[src/rtl/ecs_pkg.sv]
// Constants for the encoder cyclic status word block
package ecs_pkg;
    // APB register byte offsets
    localparam logic [7:0] REG_CTRL = 8'h00;
    localparam logic [7:0] REG_SHIFT = 8'h04;
    localparam logic [7:0] REG_PRESET = 8'h08;
    localparam logic [7:0] REG_ERRCODE = 8'h0c;
    localparam logic [7:0] REG_STATUS = 8'h10;
    localparam logic [7:0] REG_POS = 8'h14;
    localparam logic [7:0] REG_OFFSET = 8'h18;

    // Control and shift register fields
    localparam int CTRL_COMPAT = 0;
    localparam int CTRL_CTRLREQ = 1;
    localparam int CTRL_INITDONE = 2;
    localparam int SHIFT1_LSB = 0;
    localparam int SHIFT2_LSB = 8;
    localparam int SHIFT_W = 5;

    // Sensor control word bits
    localparam int SCW_MODE = 11;
    localparam int SCW_PRESET = 12;
    localparam int SCW_ABSREQ = 13;
    localparam int SCW_PARK = 14;
    localparam int SCW_ACK = 15;
    // Encoder control word bits
    localparam int ECW_CTRLPLC = 10;

    // Sensor status word bits
    localparam int SSW_ACKREQ = 11;
    localparam int SSW_PRESETDONE = 12;
    localparam int SSW_ABSVAL = 13;
    localparam int SSW_PARKED = 14;
    localparam int SSW_ERROR = 15;
    // Encoder status word bits
    localparam int ESW_FAULT = 3;
    localparam int ESW_WARN = 7;
    localparam int ESW_CTRLREQ = 9;
    localparam logic [15:0] SSW_USED_MASK = 16'hf800;
    localparam logic [15:0] ESW_USED_MASK = 16'hf288;

    // Frame bit slices: encoder control word first, two bytes each
    localparam int RX_ENC_LSB = 16;
    localparam int RX_SNS_LSB = 0;

    // Reset values
    localparam logic [31:0] CTRL_RST = 32'h0000_0000;
    localparam logic [31:0] PRESET_RST = 32'h0000_0000;
    localparam logic [31:0] ERRCODE_RST = 32'h0000_0001;
endpackage : ecs_pkg

[src/rtl/ecs_status_words.sv]
// Cyclic status, position and velocity words of a networked absolute encoder
// Operation
// RQ1: Sensor status uses only bits 11 to 15
// RQ2: Error raises ack-required; controller ack clears it
// RQ3: Sensor error bit holds while error persists
// RQ4: Preset/offset applied gives 0-to-1 on bit 12
// RQ5: Bit 13 marks absolute position in word two
// RQ6: Parked bit while initializing or park requested
// RQ7: Encoder status uses bits 15-12, 9, 7, 3
// RQ8: Fault bit follows any active fault
// RQ9: Warning bit is always zero
// RQ10: Bit 9 requests controller take control
// RQ11: No encoder sign-of-life counter implemented
// RQ12: Nonzero shift factor shifts left, zero fill
// RQ13: First word is right-aligned 32-bit position
// RQ14: Wide word right aligned, upper half zero
// RQ15: Word two: position on request, error code
// RQ16: Controller treats word two invalid when 13,15 clear
// RQ17: Velocity sent right aligned, 16 and 32 bit
// RQ18: Frame in: encoder control then sensor control
// RQ19: Frame out: enc status, sns status, two positions
// RQ20: Controller treats values invalid during fault
// RQ21: Controller holds preset request until bit 12
// RQ22: Mode bit chooses preset or offset add
// RQ23: Controller bit 13 asks position or zero
// RQ24: Control handshake unless compatibility mode
// RQ25: Unused status bits driven to zero
// RQ26: Control edges found against previous frame
//
// Design decisions made here: the APB register port and the address map.
`timescale 1ns/10ps
`default_nettype none
module ecs_status_words
    import ecs_pkg::*;
(
    input wire logic sys_clk,
    input wire logic srst,
    input wire logic clkEn,
    input wire logic psel,
    input wire logic penable,
    input wire logic pwrite,
    input wire logic [7:0] paddr,
    input wire logic [31:0] pwdata,
    output logic [31:0] prdata,
    output logic pready,
    output logic pslverr,
    input wire logic rxValid,
    input wire logic [31:0] rxFrame,
    input wire logic sensorErrPin,
    input wire logic [31:0] rawPosition,
    input wire logic [31:0] rawVelocity,
    output logic [15:0] encStatusWord,
    output logic [15:0] sensorStatusWord,
    output logic [31:0] firstPositionWord,
    output logic [31:0] secondPositionWord,
    output logic [63:0] widePositionWord,
    output logic [15:0] velocityShort,
    output logic [31:0] velocityLong,
    output logic [95:0] txFrame
);

    typedef struct packed {
        logic [31:0] prdata;
        logic pready;
        logic pslverr;
        logic compat;
        logic ctrlReq;
        logic initDone;
        logic [SHIFT_W-1:0] shift1;
        logic [SHIFT_W-1:0] shift2;
        logic [31:0] presetVal;
        logic [31:0] errCode;
        logic [31:0] offset;
        logic [15:0] encCtrl;
        logic [15:0] snsCtrl;
        logic sync1;
        logic sync2;
        logic sync3;
        logic errStable;
        logic ackReq;
        logic presetDone;
        logic [15:0] snsStat;
        logic [15:0] encStat;
        logic [31:0] pos1;
        logic [31:0] pos2;
        logic [63:0] wide;
        logic [15:0] velS;
        logic [31:0] velL;
        logic [95:0] tx;
    } ecs_state_t;

    ecs_state_t s_q;
    ecs_state_t s_d;

    logic [15:0] rxEnc;
    logic [15:0] rxSns;
    logic accept;
    logic [15:0] rise;
    logic errNew;
    logic errRise;
    logic parked;
    logic [31:0] posAbs;
    logic apbWrite;
    logic apbSetup;
    logic mapped;

    // Frame split: encoder control word occupies the first two bytes
    assign rxEnc = rxFrame[RX_ENC_LSB +: 16]; // [RQ18]
    assign rxSns = rxFrame[RX_SNS_LSB +: 16]; // [RQ18]
    // Data taken only after the control handshake, or always in compat mode
    assign accept = rxValid && (s_q.compat || rxEnc[ECW_CTRLPLC]); // [RQ24]
    // Edges seen against the previously accepted frame
    assign rise = rxSns & ~s_q.snsCtrl; // [RQ26]
    // Filtered error: only a stable pair of late stages counts
    assign errNew = (s_q.sync2 == s_q.sync3) ? s_q.sync3 : s_q.errStable;
    assign errRise = errNew && !s_q.errStable;
    // Parked before init completes or on controller request
    assign parked = !s_q.initDone || s_q.snsCtrl[SCW_PARK]; // [RQ6]
    // Sum wraps on purpose: position is modulo the 32-bit word
    assign posAbs = 32'(rawPosition + s_q.offset);
    assign apbSetup = psel && !penable;
    assign apbWrite = psel && penable && pwrite && s_q.pready;
    assign mapped = (paddr == REG_CTRL) || (paddr == REG_SHIFT) || (paddr == REG_PRESET)
        || (paddr == REG_ERRCODE) || (paddr == REG_STATUS) || (paddr == REG_POS)
        || (paddr == REG_OFFSET);

    // Next-state logic for the whole block
    always_comb begin
        s_d = s_q;
        // Three-stage sampler on the asynchronous error pin
        s_d.sync1 = sensorErrPin;
        s_d.sync2 = s_q.sync1;
        s_d.sync3 = s_q.sync2;
        s_d.errStable = errNew;

        // APB: answer with zero wait states, read data latched in setup
        s_d.pready = 1'b0;
        s_d.pslverr = 1'b0;
        if (apbSetup) begin
            s_d.pready = 1'b1;
            s_d.pslverr = !mapped;
            unique case (paddr)
                REG_CTRL: s_d.prdata = {29'h0, s_q.initDone, s_q.ctrlReq, s_q.compat};
                REG_SHIFT: s_d.prdata = {19'h0, s_q.shift2, 3'h0, s_q.shift1};
                REG_PRESET: s_d.prdata = s_q.presetVal;
                REG_ERRCODE: s_d.prdata = s_q.errCode;
                REG_STATUS: s_d.prdata = {s_q.encStat, s_q.snsStat};
                REG_POS: s_d.prdata = s_q.pos1;
                REG_OFFSET: s_d.prdata = s_q.offset;
                default: s_d.prdata = 32'h0000_0000;
            endcase
        end
        if (apbWrite) begin
            unique case (paddr)
                REG_CTRL: begin
                    s_d.compat = pwdata[CTRL_COMPAT];
                    s_d.ctrlReq = pwdata[CTRL_CTRLREQ];
                    s_d.initDone = pwdata[CTRL_INITDONE];
                end
                REG_SHIFT: begin
                    s_d.shift1 = pwdata[SHIFT1_LSB +: SHIFT_W];
                    s_d.shift2 = pwdata[SHIFT2_LSB +: SHIFT_W];
                end
                REG_PRESET: s_d.presetVal = pwdata;
                REG_ERRCODE: s_d.errCode = pwdata;
                default: ;
            endcase
        end

        // Accepted frame updates the stored control words
        if (accept) begin
            s_d.encCtrl = rxEnc;
            s_d.snsCtrl = rxSns;
            // Preset sets the position to the stored value; offset adds it
            if (rise[SCW_PRESET]) begin
                if (rxSns[SCW_MODE]) begin
                    s_d.offset = 32'(s_q.offset + s_q.presetVal); // [RQ22]
                end else begin
                    s_d.offset = 32'(s_q.presetVal - rawPosition); // [RQ22]
                end
                s_d.presetDone = 1'b1; // [RQ4]
            end else if (!rxSns[SCW_PRESET]) begin
                // Dropped request rearms so the next completion is a fresh edge
                s_d.presetDone = 1'b0; // [RQ4]
            end
            if (rxSns[SCW_ACK]) begin
                s_d.ackReq = 1'b0; // [RQ2]
            end
        end
        // Parking clears pending error messages
        if (parked) begin
            s_d.ackReq = 1'b0;
        end
        // A new error wins over an acknowledge in the same cycle
        if (errRise) begin
            s_d.ackReq = 1'b1; // [RQ2]
        end

        // Sensor status word: only the top five bits carry meaning
        s_d.snsStat = 16'h0000; // [RQ1] [RQ25]
        s_d.snsStat[SSW_ACKREQ] = s_q.ackReq; // [RQ2]
        s_d.snsStat[SSW_PRESETDONE] = s_q.presetDone; // [RQ4]
        s_d.snsStat[SSW_ABSVAL] = s_q.snsCtrl[SCW_ABSREQ] && !s_q.errStable; // [RQ5]
        s_d.snsStat[SSW_PARKED] = parked; // [RQ6]
        s_d.snsStat[SSW_ERROR] = s_q.errStable; // [RQ3]

        // Encoder status word; warning and sign-of-life stay zero
        s_d.encStat = 16'h0000; // [RQ7] [RQ9] [RQ11] [RQ25]
        s_d.encStat[ESW_FAULT] = s_q.errStable; // [RQ8]
        s_d.encStat[ESW_CTRLREQ] = s_q.ctrlReq; // [RQ10]

        // Position words; no interpolation, so shifting only pads zeros
        s_d.pos1 = posAbs << s_q.shift1; // [RQ12] [RQ13]
        if (s_q.errStable) begin
            s_d.pos2 = s_q.errCode; // [RQ3] [RQ15]
        end else if (s_q.snsCtrl[SCW_ABSREQ]) begin
            s_d.pos2 = posAbs << s_q.shift2; // [RQ12] [RQ15]
        end else begin
            s_d.pos2 = 32'h0000_0000; // [RQ5]
        end
        s_d.wide = {32'h0000_0000, posAbs}; // [RQ14]
        s_d.velS = rawVelocity[15:0]; // [RQ17]
        s_d.velL = rawVelocity; // [RQ17]
        // Outgoing frame mirrors the registered words, most significant first
        s_d.tx = {s_q.encStat, s_q.snsStat, s_q.pos1, s_q.pos2}; // [RQ19]
    end

    // State register; reset ignores the clock enable
    always_ff @(posedge sys_clk) begin
        if (srst) begin
            s_q <= '0;
            s_q.compat <= CTRL_RST[CTRL_COMPAT];
            s_q.ctrlReq <= CTRL_RST[CTRL_CTRLREQ];
            s_q.initDone <= CTRL_RST[CTRL_INITDONE];
            s_q.presetVal <= PRESET_RST;
            s_q.errCode <= ERRCODE_RST;
        end else if (clkEn) begin
            s_q <= s_d;
        end
    end

    // Outputs straight from state flops
    assign prdata = s_q.prdata;
    assign pready = s_q.pready;
    assign pslverr = s_q.pslverr;
    assign encStatusWord = s_q.encStat;
    assign sensorStatusWord = s_q.snsStat;
    assign firstPositionWord = s_q.pos1;
    assign secondPositionWord = s_q.pos2;
    assign widePositionWord = s_q.wide;
    assign velocityShort = s_q.velS;
    assign velocityLong = s_q.velL;
    assign txFrame = s_q.tx;
endmodule : ecs_status_words
`default_nettype wire

[config.mk]
export PLATFORM = sky130hd
export DESIGN_NAME = ecs_status_words
export DESIGN_NICKNAME = d
export VERILOG_FILES = /design/src/rtl/ecs_pkg.sv /design/src/rtl/ecs_status_words.sv
export SDC_FILE = /design/constraint.sdc
export NUM_CORES = 1
export LEC_CHECK = 0
export ABC_AREA = 1
export BUFFER_PORTS_ARGS = -buffer_cell sky130_fd_sc_hd__buf_2
export CAP_MARGIN = 15
export CORE_AREA = 2 2 250 252
export DETAILED_ROUTE_END_ITERATION = 6
export DIE_AREA = 0 0 252 254
export PLACE_DENSITY = 0.58
export REMOVE_ABC_BUFFERS = 1
export SLEW_MARGIN = 0
export SYNTH_ARGS = -nofsm -noshare
export SYNTH_HDL_FRONTEND = slang
export SYNTH_SLANG_ARGS = --single-unit
[constraint.sdc]
create_clock -name sys_clk -period 6.85 [get_ports sys_clk]
set_input_delay 1.37 -clock sys_clk [delete_from_list [all_inputs] [get_ports sys_clk]]
set_output_delay 1.37 -clock sys_clk [all_outputs]
set_load 0.005 [all_outputs]
### Word-level counts from Yosys, hierarchy flattened

Cells that the tools add are included.

* register bits: 386
* input port bits: 144
* output and inout bits: 338
* logic and storage cells: 84

* add/sub/neg operators: 3
* equal/unequal tests: 8
* shift operators: 2
* mux-type cells: 12
* bitwise operators: 2
* reduce and logical (&&, ||, !) cells: 31

Operators by type and width (count)
* $pmux 32 s7: 1
* $mux 32: 3
* $add 32x32->32: 2
* $shl 32x5->32: 2
* $sub 32x32->32: 1
* $eq 8x5->1 const B: 3
* $reduce_and 3->1: 7
* $eq 8x4->1 const B: 2
* $and 13x13->13: 1
* $not 13->13: 1
* $eq 8x3->1 const B: 1
* $logic_not 8->1: 1
* $logic_or 1x1->1: 8
* $logic_and 1x1->1: 7
* $mux 1: 6
* $reduce_bool 3->1: 2
* $logic_not 1->1: 4
* $mux 2: 2
* $reduce_and 2->1: 2
* $ne 2x1->1 const B: 1
* $eq 1x1->1: 1

### Longest topological paths before layout

* depth after elaboration: 9
* gate-level depth with buffers: 27

### Least setup slack after synthesis

Ideal clock, no wire load.

* path kind: input port to flip-flop
* from: input port rawPosition[0]
* to: register s_q[372] (netlist bit)
* arrival time: 4.254 ns
* slack: 2.481 ns
* cell stages on the path: 24
* path buffers: 0
* path through: inv_2 -> ha_1 -> nand2_2 -> nor2_2 -> inv_2 -> nor2_4 -> nand4_2 -> nor3_4 -> nand2_1 -> nor2_1 -> xor2_1 -> o21ai_0 -> ha_1 -> nand2_1 -> nor4_1 -> nand3_1 -> nand3_1 -> nand2_1 -> o211ai_1 -> nand2_1 -> nand3_1 -> nand2_1 -> o21ai_0 -> inv_1

* word-level cells in the longest chain between the ends: 2

Ends and longest elaborated chain
* start, declared: RTL line ecs_status_words.sv:50 `input wire logic [31:0] rawPosition,`
* $sub 32x32->32: RTL line ecs_status_words.sv:179 `s_d.offset = 32'(s_q.presetVal - rawPosition);`
* $mux 32: RTL line ecs_status_words.sv:176 `if (rxSns[SCW_MODE]) begin`
* end, declared: RTL line ecs_status_words.sv:92 `ecs_state_t s_q;`

Every way passes these cells.
A chain may end at the register's enable or synchronous reset.

### Worst setup path in the final report

* from: input port rawPosition[1]
* to: register s_q[372] (netlist bit)

Same word-level chain as after synthesis.

==> impl_results.md <==
- Simple-Gate Fraction of Synth Area: 0.3072
- Final worst-path cycle share: 0.6737
- IO Pins: just under 500
- Tightest Pin Transition: approximately 1.2 ns
- Critical Path Source Type: input pin
- Setup-failing EPs final: 0
- Number of buffers created by CTS: 43
- WP buf/inv: 4
- Synth Flop Type: dfxtp_1
- Yosys reg bits: 356
- Yosys cell types: 59
- Initial antenna violation count: 18
- Setup TNS: 0 ns
- Leakage: 12.88 nW
- Port bufs: 373
- Layout Area Growth over Synthesis: 6.537%
- DR vias: 24470
- Register area share after synthesis: 0.2923
- Largest net degree at the start of global routing: about 150
- Die Span X: 252 microns
- Initial Util: 0.3981
- Routed WL: 91460 microns
- # clock sinks: ~360
- Synthesized area: 0.02438 sq mm
- Crit Path Category: input pin to flop
- DRC: 0
- Most used cell, CP: nand2_1
- Crit. End Element: flop
- Max stage delay on crit path: between 0.4 and 0.5 ns
- H-tree levels: 2
- CTS tree: built
- Drt pass-1 iters: 6
- Synth Area in Compound Gates: 0.1567
- Largest delay share family, worst path: simple AND/OR/NAND/NOR gates
- Max VDD drop: 0.1657 mV
- DPL Wire Length: 69020 microns
- Final Skew: approximately 0.030 ns
- Hold Vio Cnt, Final: 0
- Pins over their slew limit: 0
- CP arrival: 5.09 ns
- Syn avg cell area: 6.413 sq um
- Vias in the first global route: 22030
- Clk buf depth: 3
- CTS root buffer: clkbuf_16
- Post-synth EDFFs: 0
- R2R setup slack: 3.52 ns
- Die area: approximately 0.064 sq mm
- Gr usage total: 0.2747
- Slowest CP cell: nor4_1
- Clock latency on the worst-skew pair: 0.59 ns
- Asr flop ratio synth: 0
- Slew Limit Headroom: 0.2118
- Die Y: 254 microns
- Worst Slack Setup Final: between 2 and 2.5 ns
- RSZ-0062 raised after global routing: no
- Max FO, Critical Path: 4
- Hold buffer count at cts: 0
- Pwr dens: 208.2 mW/mm^2
- DRT antenna net count: 0
- Worst endpoint required time: ~7.3 ns
- Post-CTS Setup Inserts: 0
- Global placer's final weighted congestion: approximately 0.95
- # rows: between 90 and 100
- Cells after Synth: 3802
- Yosys warns: 0
- Xor and xnor area share after synthesis: 0.01565
- Drt wl/cell: 19.74 microns
- Drt via density: 5.281
- Max-cap violations: 0
- Status: completed
- 1st-iter DRT viols: 2662
- Largest family of logic cells by synthesized area: simple AND/OR/NAND/NOR gates
- Mux cell area share after synthesis: 0.001642
- First-pass GRT wire length: approximately 140000 microns
- Place WS: 1.683 ns
- Ratio of cells with drive above 1 in the final layout: 0.1416
- Gr ovfl total: 0
- Core area: 0.06126 sq mm
- Peak Freq: 216.7 MHz
- Post-synthesis adder-cell area fraction: 0.03397
- Fin crit period: 4.615 ns
- Cts repair resizes: 0
- Nets: 4016
- CTS clock-pin slew for the worst setup and hold paths: 0.06 ns
- HP Class: flop to flop
state kept, by name, summed over array words and instances (netlist names):
signal and cells:
s_q 112, txFrame 70, firstPositionWord 32, prdata 32, secondPositionWord 32, widePositionWord 32, velocityLong 17, velocityShort 15
s_d 6, sensorStatusWord 4, encStatusWord 2, pready 1, pslverr 1
logic make-up (layout without fill, tap and decap cells):
group                    after synthesis  after routing
AND/OR/NAND/NOR                     1736           1736
flip-flops                           356            356
other                                  1             89
multiplexers                           4              4
XOR/XNOR                              41             41
adder cells (fa/ha/maj)               65             65
AO/OA/AOI/OAI                        698            698
buffers and inverters                901            854
path summary, 6_finish.rpt:
| path | start | endpoint | cells past startpoint |
|---|---|---|---|
| max | rawPosition[1] | s_q[372] | 25 |
| min | s_q[322] | s_q[322] | 2 |
| max reg2reg | s_q[343] | s_q[369] | 14 |
| min reg2reg | s_q[322] | s_q[322] | 2 |
routing by layer:
| metal | wire, microns | global-route usage |
|---|---|---|
| met5 | 130 | 0 |
| met4 | 3025 | 0.09620 |
| met3 | 7237 | 0.04988 |
| met2 | 40880 | 0.4286 |
| met1 | 40180 | 0.3794 |
cell usage after synthesis, types with 4 or more instances:
cell type / n / area share
a21o_1: 6 / 0.0018
o21ai_1: 12 / 0.0025
nand4_1: 21 / 0.0054
nand2_1: 708 / 0.11
buf_2: 36 / 0.0074
xnor2_1: 19 / 0.0068
clkinv_1: 5 / 0.00077
nor2_2: 5 / 0.0013
o31ai_1: 10 / 0.0031
mux2i_1: 4 / 0.0016
nor4_1: 7 / 0.0018
a221oi_1: 7 / 0.0025
buf_1: 23 / 0.0035
a21oi_1: 230 / 0.047
a22o_1: 4 / 0.0014
nor2_4: 4 / 0.0018
nand3_1: 472 / 0.097
a31oi_1: 24 / 0.0062
xor2_1: 19 / 0.0068
dfxtp_1: 356 / 0.29
nand2_2: 19 / 0.0049
o21ai_0: 325 / 0.067
clkbuf_1: 126 / 0.019
o211ai_1: 32 / 0.0099
inv_1: 362 / 0.056
o21bai_1: 4 / 0.0012
nor2_1: 457 / 0.070
nor3_1: 16 / 0.0033
inv_2: 11 / 0.0017
nand3_2: 12 / 0.0049
o22ai_1: 13 / 0.0033
buf_4: 337 / 0.10
ha_1: 63 / 0.032
o2111ai_1: 14 / 0.0050
metrics by stage:
stage | cell area (sq um) | util | std cells | hold WS [ns] | total power, mW
2_1_floorplan | 21410 | - | 3360 | 0.4322 | 2.708
3_3_place_gp | 24500 | 0.4000 | 4551 | 0.4421 | 3.071
3_5_place_dp | 24500 | 0.4000 | 4551 | 0.4517 | 3.074
4_1_cts | 25930 | 0.4233 | 4625 | 0.4605 | 5.436
5_1_grt | 25970 | 0.4240 | 4630 | 0.4809 | 5.628
6_report | 25980 | 0.4241 | 4633 | 0.4583 | 5.408
cells in the final DEF (no fill, tap or decap), types with 43 or more instances in the layout:
cell       netlist  layout
nand3_1        472     472
conb_1           1      82
inv_1          362     361
a21oi_1        230     230
nor2_1         457     455
nand2_1        708     708
clkbuf_16        0      43
dfxtp_1        356     356
buf_2           36     371
o21ai_0        325     325
ha_1            63      63
power breakdown:
part           internal (mW)  switching (mW)  leakage, nW
combinational          0.266           0.554         9.28
clock                   1.38           0.988        0.694
sequential              2.15          0.0713         2.91
tightest hold or removal path: cells and delay by family, from the launching register on:
| kind | cells | cell delay [ns] |
|---|---|---|
| buffers and inverters | 1 | 0.06 |
| AO/OA/AOI/OAI | 1 | 0.06 |
| flip-flops | 1 | 0.29 |
layout make-up:
class / instances / area, sq um
inverters: 378 / 1429
clock buffers: 53 / 1174
clock inverters: 21 / 256.5
repair buffers: 402 / 2113
flip-flops and latches: 356 / 7127
fillers: 6702 / 35280
well taps: 790 / 988.4
multi-input cells: 2626 / 12870
diodes: 7 / 17.52
No activity file was read; power rests on OpenSTA's default activity.
